==> config.mk <==
export PLATFORM = sky130hd
export DESIGN_NAME = fcp_top
export DESIGN_NICKNAME = d
export VERILOG_FILES = /design/src/hdl/fcp_pkg.sv /design/src/hdl/fcp_prot_check.sv /design/src/hdl/fcp_top.sv
export SDC_FILE = /design/constraint.sdc
export NUM_CORES = 1
export LEC_CHECK = 0
export BUFFER_PORTS_ARGS = -buffer_cell sky130_fd_sc_hd__buf_2
export CORE_MARGIN = 1
export CORE_UTILIZATION = 45
export CTS_CLUSTER_DIAMETER = 30
export DETAILED_ROUTE_END_ITERATION = 10
export PLACE_DENSITY = 0.7
export SYNTH_ARGS = -nofsm -noshare
export SYNTH_HDL_FRONTEND = slang
export SYNTH_SLANG_ARGS = --single-unit
==> constraint.sdc <==
create_clock -name clock_i -period 4.9 [get_ports clock_i]
set_input_delay 1.47 -clock clock_i [delete_from_list [all_inputs] [get_ports clock_i]]
set_output_delay 1.47 -clock clock_i [all_outputs]
set_load 0.02 [all_outputs]
==> src/hdl/fcp_pkg.sv <==
// Purpose: Shared constants for the flash command and protection block
// Assumes: APB, 32-bit data, one aligned word per register
// Notes:   Byte addresses below are the APB offsets

package fcp_pkg;

  // ----------------------------------------------------------------
  // Register byte addresses
  // ----------------------------------------------------------------
  localparam logic [7:0] ADDR_PARAM_INDEX = 8'h00;
  localparam logic [7:0] ADDR_PARAM_DATA  = 8'h04;
  localparam logic [7:0] ADDR_STATUS      = 8'h08;
  localparam logic [7:0] ADDR_CONFIG      = 8'h0C;
  localparam logic [7:0] ADDR_SECURITY    = 8'h10;
  localparam logic [7:0] ADDR_PROTECTION  = 8'h14;
  localparam logic [7:0] ADDR_CLOCK_DIV   = 8'h18;

  // ----------------------------------------------------------------
  // Field positions
  // ----------------------------------------------------------------
  localparam int STAT_CCF_BIT   = 7;
  localparam int STAT_ACCESS_ERROR_FLAG_BIT = 5;
  localparam int STAT_PVIOL_BIT = 4;
  localparam int CFG_CMD_COMPLETE_IRQ_EN_BIT   = 7;
  localparam int PROT_OPEN_BIT  = 7;
  localparam int PROT_HDIS_BIT  = 5;
  localparam int PROT_SIZE_HI   = 4;
  localparam int PROT_SIZE_LO   = 3;
  localparam int DIV_LOADED_BIT = 7;
  localparam int DIV_VALUE_HI   = 5;

  // ----------------------------------------------------------------
  // Parameter array
  // ----------------------------------------------------------------
  localparam int          PARAM_WORDS    = 6;
  localparam logic [2:0]  IDX_CMD_ADDRHI = 3'h0;
  localparam logic [2:0]  IDX_ADDR_LO    = 3'h1;
  localparam logic [2:0]  IDX_LAST       = 3'h5;

  // ----------------------------------------------------------------
  // Command codes
  // ----------------------------------------------------------------
  localparam logic [7:0] CMD_FIRST_LO   = 8'h01;
  localparam logic [7:0] CMD_LAST_LO    = 8'h04;
  localparam logic [7:0] CMD_FIRST_HI   = 8'h06;
  localparam logic [7:0] CMD_LAST_HI    = 8'h0E;
  localparam logic [7:0] CMD_PROGRAM    = 8'h06;
  localparam logic [7:0] CMD_PROG_ONCE  = 8'h07;
  localparam logic [7:0] CMD_ERASE_ALL  = 8'h08;
  localparam logic [7:0] CMD_ERASE_BLK  = 8'h09;
  localparam logic [7:0] CMD_ERASE_SECT = 8'h0A;
  localparam logic [7:0] CMD_UNSECURE   = 8'h0B;

  // ----------------------------------------------------------------
  // Protection scenarios {open, high disable} and high region starts
  // ----------------------------------------------------------------
  localparam logic [1:0]  SCN_UNPROT_HIGH = 2'h0; // scenario 1
  localparam logic [1:0]  SCN_FULL        = 2'h1; // scenario 3
  localparam logic [1:0]  SCN_PROT_HIGH   = 2'h2; // scenario 5
  localparam logic [1:0]  SCN_NONE        = 2'h3; // scenario 7
  localparam logic [15:0] HIGH_START_2K   = 16'hF800;
  localparam logic [15:0] HIGH_START_4K   = 16'hF000;
  localparam logic [15:0] HIGH_START_8K   = 16'hE000;
  localparam logic [15:0] HIGH_START_16K  = 16'hC000;
  localparam logic [15:0] FLASH_START     = 16'hC000;

  // ----------------------------------------------------------------
  // Reset values
  // ----------------------------------------------------------------
  localparam logic [7:0] PROT_RESET = 8'h00;
  localparam logic [1:0] SEC_RESET  = 2'h0;

endpackage

==> src/hdl/fcp_prot_check.sv <==
// Purpose: Decode protection bits into region hits for one address
// Assumes: Address is the low 16 bits of the global flash address
// Notes:   Pure combinational

`timescale 1ns/1ps

module fcp_prot_check
(
  input  wire logic        open_i,
  input  wire logic        hdis_i,
  input  wire logic [1:0]  size_i,
  input  wire logic [15:0] addr_i,
  output logic             addr_protected_o,
  output logic             any_protected_o
);

  logic [15:0] high_start;
  logic        in_high;
  logic        in_low;

  // ----------------------------------------------------------------
  // High region start from size field
  // ----------------------------------------------------------------
  always_comb
  begin
    unique case (size_i)
      2'b00:   high_start = fcp_pkg::HIGH_START_2K;
      2'b01:   high_start = fcp_pkg::HIGH_START_4K;
      2'b10:   high_start = fcp_pkg::HIGH_START_8K;
      default: high_start = fcp_pkg::HIGH_START_16K;
    endcase
  end

  assign in_high = (addr_i >= high_start);
  assign in_low  = (addr_i >= fcp_pkg::FLASH_START) && !in_high;

  // ----------------------------------------------------------------
  // Region protection per open/high-disable combination
  // ----------------------------------------------------------------
  always_comb
  begin
    unique case ({open_i, hdis_i})
      fcp_pkg::SCN_NONE:        addr_protected_o = 1'b0;
      fcp_pkg::SCN_PROT_HIGH:   addr_protected_o = in_high;
      fcp_pkg::SCN_FULL:        addr_protected_o = 1'b1;
      default:                  addr_protected_o = in_low;
    endcase
  end

  assign any_protected_o = !(open_i && hdis_i);

endmodule // fcp_prot_check

==> src/hdl/fcp_top.sv <==
// Purpose: Command launch front end and protection of a flash controller
// Assumes: APB slave, zero wait states; flash config bytes on ports
// Notes:   Program and erase algorithms live in the memory controller
//
// How it works
// Array index 0: command and address 23:16; 1: address 15:0; 2-5 data.
// Writing 1 to complete flag clears it and launches array to controller.
// Flag stays clear until controller done; results stay in the array.
// Codes 01-04 and 06-0E accepted whether secured or not.
// Security state comes from the security field of the security register.
// Interrupt request is complete flag AND its enable; CPU masks globally.
// Higher region grows down from FFFF; lower region covers the rest.
// Protection register loaded from the protection config byte at reset.
// Config field: key FF70-77, reserved, protection, option FF7E, security FF7F.
// Software programs FF78-FF7F as one phrase, reserved bytes as FF.
// Open/high-disable: 11 none, 10 high, 01 all, 00 all but high.
// Software may rewrite the protection register after reset.
// Writes asking a disallowed scenario change are ignored.
// Allowed: 1 to 1,3; 3 to 3; 5 to 3,5; 7 to any.
// Size field: 2, 4, 8 or 16 KB high range ending at FFFF.
// Array and index writes ignored while the complete flag is 0.
// Indices 6 and 7 ignore writes and read as zero.
// Program or erase with divider never written sets access error.
// Unknown command code sets access error, flag stays 1.
// Program/erase into protected area sets violation, memory untouched.

`timescale 1ns/1ps

module fcp_top
(
  input  wire logic        clock_i,
  input  wire logic        reset_i,
  input  wire logic        psel_i,
  input  wire logic        penable_i,
  input  wire logic        pwrite_i,
  input  wire logic [7:0]  paddr_i,
  input  wire logic [31:0] pwdata_i,
  output logic [31:0]      prdata_o,
  output logic             pready_o,
  output logic             pslverr_o,
  input  wire logic [7:0]  cfg_prot_byte_i,
  input  wire logic [7:0]  cfg_sec_byte_i,
  input  wire logic        cmd_done_i,
  input  wire logic        res_we_i,
  input  wire logic [2:0]  res_index_i,
  input  wire logic [15:0] res_data_i,
  output logic             cmd_launch_o,
  output logic [7:0]       cmd_code_o,
  output logic [23:0]      cmd_addr_o,
  output logic [63:0]      cmd_data_o,
  output logic             secured_o,
  output logic [5:0]       clk_div_o,
  output logic             irq_o
);

  typedef enum logic [2:0]
  {
    FCP_INIT = 3'b001,
    FCP_IDLE = 3'b010,
    FCP_BUSY = 3'b100
  } fcp_state_e;

  fcp_state_e  state_q;
  logic [15:0] param_q [fcp_pkg::PARAM_WORDS];
  logic [2:0]  index_q;
  logic        ccf;
  logic        access_error_flag_q;
  logic        pviol_q;
  logic        cmd_complete_irq_en_q;
  logic [1:0]  sec_q;
  logic        open_q;
  logic        hdis_q;
  logic [1:0]  size_q;
  logic [5:0]  div_q;
  logic        div_loaded_q;
  logic        launch_q;
  logic [31:0] rdata_q;
  logic        slverr_q;

  logic        setup;
  logic        wr;
  logic        hit;
  logic        launch_req;
  logic        cmd_valid;
  logic        cmd_prog_erase;
  logic        cmd_whole;
  logic        addr_prot;
  logic        any_prot;
  logic        prot_allowed;
  logic        launch_ok;
  logic        launch_acc;
  logic        launch_viol;
  logic [7:0]  code;
  logic [1:0]  new_scn;
  logic [1:0]  old_scn;
  logic [31:0] rd_mux;

  // ----------------------------------------------------------------
  // APB decode
  // ----------------------------------------------------------------
  assign setup    = psel_i && !penable_i;
  assign wr       = psel_i && penable_i && pwrite_i;
  assign pready_o = 1'b1;
  assign ccf      = (state_q == FCP_IDLE);

  always_comb
  begin
    hit = 1'b1;
    rd_mux = '0;
    unique case (paddr_i)
      fcp_pkg::ADDR_PARAM_INDEX: rd_mux[2:0] = index_q;
      fcp_pkg::ADDR_PARAM_DATA:
        if (index_q <= fcp_pkg::IDX_LAST)
          rd_mux[15:0] = param_q[index_q];
      fcp_pkg::ADDR_STATUS:
      begin
        rd_mux[fcp_pkg::STAT_CCF_BIT]    = ccf;
        rd_mux[fcp_pkg::STAT_ACCESS_ERROR_FLAG_BIT] = access_error_flag_q;
        rd_mux[fcp_pkg::STAT_PVIOL_BIT]  = pviol_q;
      end
      fcp_pkg::ADDR_CONFIG:    rd_mux[fcp_pkg::CFG_CMD_COMPLETE_IRQ_EN_BIT] = cmd_complete_irq_en_q;
      fcp_pkg::ADDR_SECURITY:  rd_mux[1:0] = sec_q;
      fcp_pkg::ADDR_PROTECTION:
      begin
        rd_mux[fcp_pkg::PROT_OPEN_BIT] = open_q;
        rd_mux[fcp_pkg::PROT_HDIS_BIT] = hdis_q;
        rd_mux[fcp_pkg::PROT_SIZE_HI:fcp_pkg::PROT_SIZE_LO] = size_q;
      end
      fcp_pkg::ADDR_CLOCK_DIV:
      begin
        rd_mux[fcp_pkg::DIV_LOADED_BIT]   = div_loaded_q;
        rd_mux[fcp_pkg::DIV_VALUE_HI:0]   = div_q;
      end
      default: hit = 1'b0;
    endcase
  end

  // Read data and error captured in setup, presented in access
  always_ff @(posedge clock_i)
  begin
    if (reset_i)
    begin
      rdata_q  <= '0;
      slverr_q <= 1'b0;
    end
    else if (setup)
    begin
      rdata_q  <= pwrite_i ? '0 : rd_mux;
      slverr_q <= !hit;
    end
  end

  assign prdata_o  = rdata_q;
  assign pslverr_o = slverr_q && psel_i && penable_i;

  // ----------------------------------------------------------------
  // Launch checks
  // ----------------------------------------------------------------
  assign code = param_q[fcp_pkg::IDX_CMD_ADDRHI][15:8];
  assign launch_req = wr && (paddr_i == fcp_pkg::ADDR_STATUS) && ccf
                      && pwdata_i[fcp_pkg::STAT_CCF_BIT];

  assign cmd_valid =
    ((code >= fcp_pkg::CMD_FIRST_LO) && (code <= fcp_pkg::CMD_LAST_LO)) ||
    ((code >= fcp_pkg::CMD_FIRST_HI) && (code <= fcp_pkg::CMD_LAST_HI));

  assign cmd_prog_erase = (code >= fcp_pkg::CMD_PROGRAM) &&
                          (code <= fcp_pkg::CMD_UNSECURE);
  assign cmd_whole = (code == fcp_pkg::CMD_ERASE_ALL) ||
                     (code == fcp_pkg::CMD_ERASE_BLK) ||
                     (code == fcp_pkg::CMD_UNSECURE);

  fcp_prot_check u_prot
  (
    .open_i           (open_q),
    .hdis_i           (hdis_q),
    .size_i           (size_q),
    .addr_i           (param_q[fcp_pkg::IDX_ADDR_LO]),
    .addr_protected_o (addr_prot),
    .any_protected_o  (any_prot)
  );

  assign launch_acc  = !cmd_valid ||
                       (cmd_prog_erase && !div_loaded_q) ||
                       access_error_flag_q || pviol_q;
  assign launch_viol = !launch_acc && cmd_prog_erase &&
                       (cmd_whole ? any_prot : addr_prot);
  assign launch_ok   = launch_req && !launch_acc && !launch_viol;

  // ----------------------------------------------------------------
  // Command state
  // ----------------------------------------------------------------
  always_ff @(posedge clock_i)
  begin
    if (reset_i)
      state_q <= FCP_INIT;
    else
    begin
      unique case (state_q)
        FCP_INIT: state_q <= FCP_IDLE;
        FCP_IDLE: if (launch_ok) state_q <= FCP_BUSY;
        FCP_BUSY: if (cmd_done_i) state_q <= FCP_IDLE;
        default:  state_q <= FCP_INIT;
      endcase
    end
  end

  always_ff @(posedge clock_i)
  begin
    if (reset_i)
      launch_q <= 1'b0;
    else
      launch_q <= launch_ok;
  end

  // Error flags: write 1 clears, a new event wins
  always_ff @(posedge clock_i)
  begin
    if (reset_i)
    begin
      access_error_flag_q <= 1'b0;
      pviol_q  <= 1'b0;
    end
    else
    begin
      if (launch_req && launch_acc)
        access_error_flag_q <= 1'b1;
      else if (wr && paddr_i == fcp_pkg::ADDR_STATUS &&
               pwdata_i[fcp_pkg::STAT_ACCESS_ERROR_FLAG_BIT])
        access_error_flag_q <= 1'b0;
      if (launch_req && launch_viol)
        pviol_q <= 1'b1;
      else if (wr && paddr_i == fcp_pkg::ADDR_STATUS &&
               pwdata_i[fcp_pkg::STAT_PVIOL_BIT])
        pviol_q <= 1'b0;
    end
  end

  // ----------------------------------------------------------------
  // Parameter array and index
  // ----------------------------------------------------------------
  always_ff @(posedge clock_i)
  begin
    if (reset_i)
      index_q <= '0;
    else if (wr && ccf && paddr_i == fcp_pkg::ADDR_PARAM_INDEX)
      index_q <= pwdata_i[2:0];
  end

  always_ff @(posedge clock_i)
  begin
    if (reset_i)
    begin
      for (int i = 0; i < fcp_pkg::PARAM_WORDS; i++)
        param_q[i] <= '0;
    end
    else if (state_q == FCP_BUSY && res_we_i &&
             res_index_i <= fcp_pkg::IDX_LAST)
      param_q[res_index_i] <= res_data_i;
    else if (wr && ccf && paddr_i == fcp_pkg::ADDR_PARAM_DATA &&
             index_q <= fcp_pkg::IDX_LAST)
      param_q[index_q] <= pwdata_i[15:0];
  end

  assign cmd_launch_o = launch_q;
  assign cmd_code_o   = code;
  assign cmd_addr_o   = {param_q[0][7:0], param_q[1]};
  assign cmd_data_o   = {param_q[2], param_q[3], param_q[4], param_q[5]};

  // ----------------------------------------------------------------
  // Configuration, security, divider
  // ----------------------------------------------------------------
  always_ff @(posedge clock_i)
  begin
    if (reset_i)
      cmd_complete_irq_en_q <= 1'b0;
    else if (wr && paddr_i == fcp_pkg::ADDR_CONFIG)
      cmd_complete_irq_en_q <= pwdata_i[fcp_pkg::CFG_CMD_COMPLETE_IRQ_EN_BIT];
  end

  assign irq_o = ccf && cmd_complete_irq_en_q;

  always_ff @(posedge clock_i)
  begin
    if (reset_i)
      sec_q <= fcp_pkg::SEC_RESET;
    else if (state_q == FCP_INIT)
      sec_q <= cfg_sec_byte_i[1:0];
  end

  assign secured_o = (sec_q != 2'b10);

  always_ff @(posedge clock_i)
  begin
    if (reset_i)
    begin
      div_q        <= '0;
      div_loaded_q <= 1'b0;
    end
    else if (wr && paddr_i == fcp_pkg::ADDR_CLOCK_DIV)
    begin
      div_q        <= pwdata_i[fcp_pkg::DIV_VALUE_HI:0];
      div_loaded_q <= 1'b1;
    end
  end

  assign clk_div_o = div_q;

  // ----------------------------------------------------------------
  // Protection register: loaded at reset, may only tighten
  // ----------------------------------------------------------------
  assign old_scn = {open_q, hdis_q};
  assign new_scn = {pwdata_i[fcp_pkg::PROT_OPEN_BIT],
                    pwdata_i[fcp_pkg::PROT_HDIS_BIT]};

  always_comb
  begin
    unique case (old_scn)
      fcp_pkg::SCN_NONE:      prot_allowed = 1'b1;
      fcp_pkg::SCN_PROT_HIGH: prot_allowed =
        (new_scn == fcp_pkg::SCN_PROT_HIGH) ||
        (new_scn == fcp_pkg::SCN_FULL);
      fcp_pkg::SCN_FULL:      prot_allowed =
        (new_scn == fcp_pkg::SCN_FULL);
      default:                prot_allowed =
        (new_scn == fcp_pkg::SCN_UNPROT_HIGH) ||
        (new_scn == fcp_pkg::SCN_FULL);
    endcase
  end

  always_ff @(posedge clock_i)
  begin
    if (reset_i)
    begin
      open_q <= fcp_pkg::PROT_RESET[fcp_pkg::PROT_OPEN_BIT];
      hdis_q <= fcp_pkg::PROT_RESET[fcp_pkg::PROT_HDIS_BIT];
      size_q <= fcp_pkg::PROT_RESET[fcp_pkg::PROT_SIZE_HI:
                                    fcp_pkg::PROT_SIZE_LO];
    end
    else if (state_q == FCP_INIT)
    begin
      open_q <= cfg_prot_byte_i[fcp_pkg::PROT_OPEN_BIT];
      hdis_q <= cfg_prot_byte_i[fcp_pkg::PROT_HDIS_BIT];
      size_q <= cfg_prot_byte_i[fcp_pkg::PROT_SIZE_HI:
                                fcp_pkg::PROT_SIZE_LO];
    end
    else if (wr && paddr_i == fcp_pkg::ADDR_PROTECTION && prot_allowed)
    begin
      open_q <= new_scn[1];
      hdis_q <= new_scn[0];
      // Size only while no high region is in force
      if (hdis_q)
        size_q <= pwdata_i[fcp_pkg::PROT_SIZE_HI:fcp_pkg::PROT_SIZE_LO];
    end
  end

endmodule // fcp_top

==> impl_metrics.env <==
export IMPL_status="finished clean"
export IMPL_synth_area_per_cell_um2=12.60
export IMPL_rsz0062_at_grt="false"
export IMPL_port_buffers=177
export IMPL_power_total_uw=3239
export IMPL_synth_cells=631
export IMPL_grt_max_degree=37
export IMPL_synthToLayoutAreaGrowth_pct=22.53
export IMPL_fin_tns_setup_ns=0
export IMPL_drc=0
export IMPL_clk_pin_slew_worst_paths_ns=0.06
export IMPL_cts_setup_buffers=0
export IMPL_grt_overflow_total=0
export IMPL_hold_buffers=0
export IMPL_grt_pass1_wl_um=32610
export IMPL_critPathKind="in -> reg"
export IMPL_path_cells="buf_2, nor4_4, nand3_2, nor4b_1, o221ai_1, buf_4, nand2b_1"
export IMPL_die_x_um=134.9
export IMPL_slowest_stage="nand2b_1"
export IMPL_critPathArrivalTime_ns=3.83
export IMPL_max_stage_delay_ns=0.62
export IMPL_totalWireLength_um=22310
export IMPL_hp_start="clk_div_o[2]"
export IMPL_seq_area_frac_synth_pct=59.17
export IMPL_io_pins=221
export IMPL_fp_dieH_um=134.9
export IMPL_regArea_mm2=0.004706
export IMPL_synthMuxAreaShare_pct=11.71
export IMPL_ys_seq_elements=171
export IMPL_vias=6088
export IMPL_ir_drop_v=0.0002642
export IMPL_synth_flop_cell="edfxtp_1"
export IMPL_num_antenna_cells=0
export IMPL_r2r_start="state_q[1]"
export IMPL_critPathCaptureType="flop"
export IMPL_powerDensity_mw_per_mm2=332.4
export IMPL_cts_sinks=171
export IMPL_grt_pass1_vias=5629
export IMPL_cp_max_fo=17
export IMPL_cts_root_buf="clkbuf_16"
export IMPL_synth_edf_count=128
export IMPL_async_reset_ff_share_pct=0
export IMPL_ant_nets=0
export IMPL_ys_types=69
export IMPL_die_area_mm2=0.01820
export IMPL_synth_warnings=0
export IMPL_crit_required_ns=4.96
export IMPL_clock_fmax_ghz=0.2652
export IMPL_place_congestion=0.8740
export IMPL_grt_usage_pct=24.85
export IMPL_antenna_found_initial=0
export IMPL_drt_iter0_markers=635
export IMPL_worst_hold_path_type="reg -> reg"
export IMPL_start_kind="primary input"
export IMPL_multiInputGateArea_mm2=0.003082
export IMPL_ctsResizeCount=0
export IMPL_htree_levels=4
export IMPL_setup_violations_final=0
export IMPL_drive_gt1_share_pct=33.18
export IMPL_cts_buffers=17
export IMPL_drt_pass1_iter_count=5
export IMPL_hold_viol=0
export IMPL_tightest_slew_ns=0.9384
export IMPL_yosys_area_share_adder_pct=0.4721
export IMPL_clk_latency_ns=0.43
export IMPL_clock_skew_ns=0.01005
export IMPL_fillers=1485
export IMPL_slew_violations=0
export IMPL_synth_compound_area_share_pct=8.592
export IMPL_cap_violations=0
export IMPL_synth_top_family_by_area="simple AND/OR/NAND/NOR gates"
export IMPL_cts_tree="done"
export IMPL_fin_crit_sh_pct=76.96
export IMPL_synth_xor_area_share_pct=0.2203
export IMPL_startpoint="paddr_i[5]"
export IMPL_start_util_pct=45.97
export IMPL_std_cell_rows=48
export IMPL_core_area_mm2=0.01730
export IMPL_layout_nets=928
export IMPL_p_leak_uw=0.003833
export IMPL_wire_per_inst_um=20.64
export IMPL_routed_via_density=5.632
export IMPL_cts_max_path_buffers=2
export IMPL_hpwl_um=15890
export IMPL_synthSimpleGateAreaFrac_pct=15.39
export IMPL_fin_crit_ns=3.771
export IMPL_slew_limit_headroom_pct=36.96
export IMPL_syn_area_mm2=0.007951
==> layout by cell type (no fill, tap or decap), drive strengths merged, types with 17 or more instances in the layout <==
master  instances
a21oi          21
a22oi          18
buf           195
clkbuf         17
conb           49
dfxtp          43
edfxtp        128
inv            24
mux2i          21
mux4           32
nand2          32
nor2          111
==> synth_stat cells (17+ instances only) <==
cell type | number | area share (%)
inv_1 | 21 | 0.99
edfxtp_1 | 128 | 48
a22oi_1 | 18 | 1.7
mux2i_1 | 21 | 2.6
nor2_1 | 100 | 4.7
buf_4 | 17 | 1.6
nand2_1 | 32 | 1.5
clkbuf_1 | 20 | 0.94
a21oi_1 | 21 | 1.3
mux4_2 | 32 | 9.1
dfxtp_1 | 43 | 11
==> metal layers <==
metal | part of all wire, % | up-vias | track usage (%)
li1 | - | 2733 | -
met1 | 41 | 2935 | 34.14
met2 | 47 | 367 | 38.14
met3 | 8.5 | 53 | 4.317
met4 | 3.6 | 0 | 12.48
met5 | 0 | - | 0
==> final cells by class <==
class / instances / share of cell area, %
Sequential cell: 171 / 48.30
Multi-Input combinational cell: 437 / 31.63
Timing Repair Buffer: 195 / 10.48
Clock buffer: 17 / 4.366
Tap cell: 225 / 2.889
Clock inverter: 15 / 1.528
Inverter: 21 / 0.8090
==> stage by stage <==
stage	worst slack [ns]	std cells	hold slack, ns	area, um2	utilization (%)
finish	1.129	1081	0.4728	9743	56.33
global route	0.9149	1081	0.5003	9743	56.33
CTS	1.114	1081	0.4732	9743	56.33
detailed placement	0.6668	1049	0.4649	9169	53.01
global placement	0.7154	1049	0.4603	9169	53.01
floorplan	0.9258	678	0.4402	8128	-
==> worst max-delay path: cells and delay by family <==
| kind | cells | cell delay, ns |
|---|---|---|
| and+or+nand+nor | 4 | 1.79 |
| buffers and inverters | 2 | 0.37 |
| AOI/OAI and AO/OA | 1 | 0.18 |
==> power breakdown <==
part | switching [uW] | internal (uW)
Clock | 576 | 750
Sequential | 47.6 | 1600
Combinational | 168 | 95.7
Total | 792 | 2450
==> logic make-up after synthesis <==
family                   after synthesis
AO/OA/AOI/OAI                         95
buffers and inverters                 70
other                                  2
XOR/XNOR                               2
AND/OR/NAND/NOR                      235
flip-flops                           171
adder cells (fa/ha/maj)                3
multiplexers                          53
==> registers in the layout, indices dropped and copies added (netlist names), named ones only <==
signal and flops:
cmd_complete_irq_en_q 1, slverr_q 1, sec_q 2, open_q 1, size_q 2, hdis_q 1
access_error_flag_q 1, state_q 3, prdata_o 16, index_q 3, div_loaded_q 1, clk_div_o 6
pviol_q 1, cmd_launch_o 1, param_q 128
==> final timing paths <==
| path | to | depth (start not counted) | slack (ns) |
|---|---|---|---|
| worst min register to register | clk_div_o[2] | 2 | 0.47 |
| worst max register to register | param_q[1][4] | 6 | 1.93 |
| worst min-delay path | clk_div_o[2] | 2 | 0.47 |
| worst max-delay path | param_q[1][4] | 7 | 1.13 |
Power figures use the tool's default switching activity.
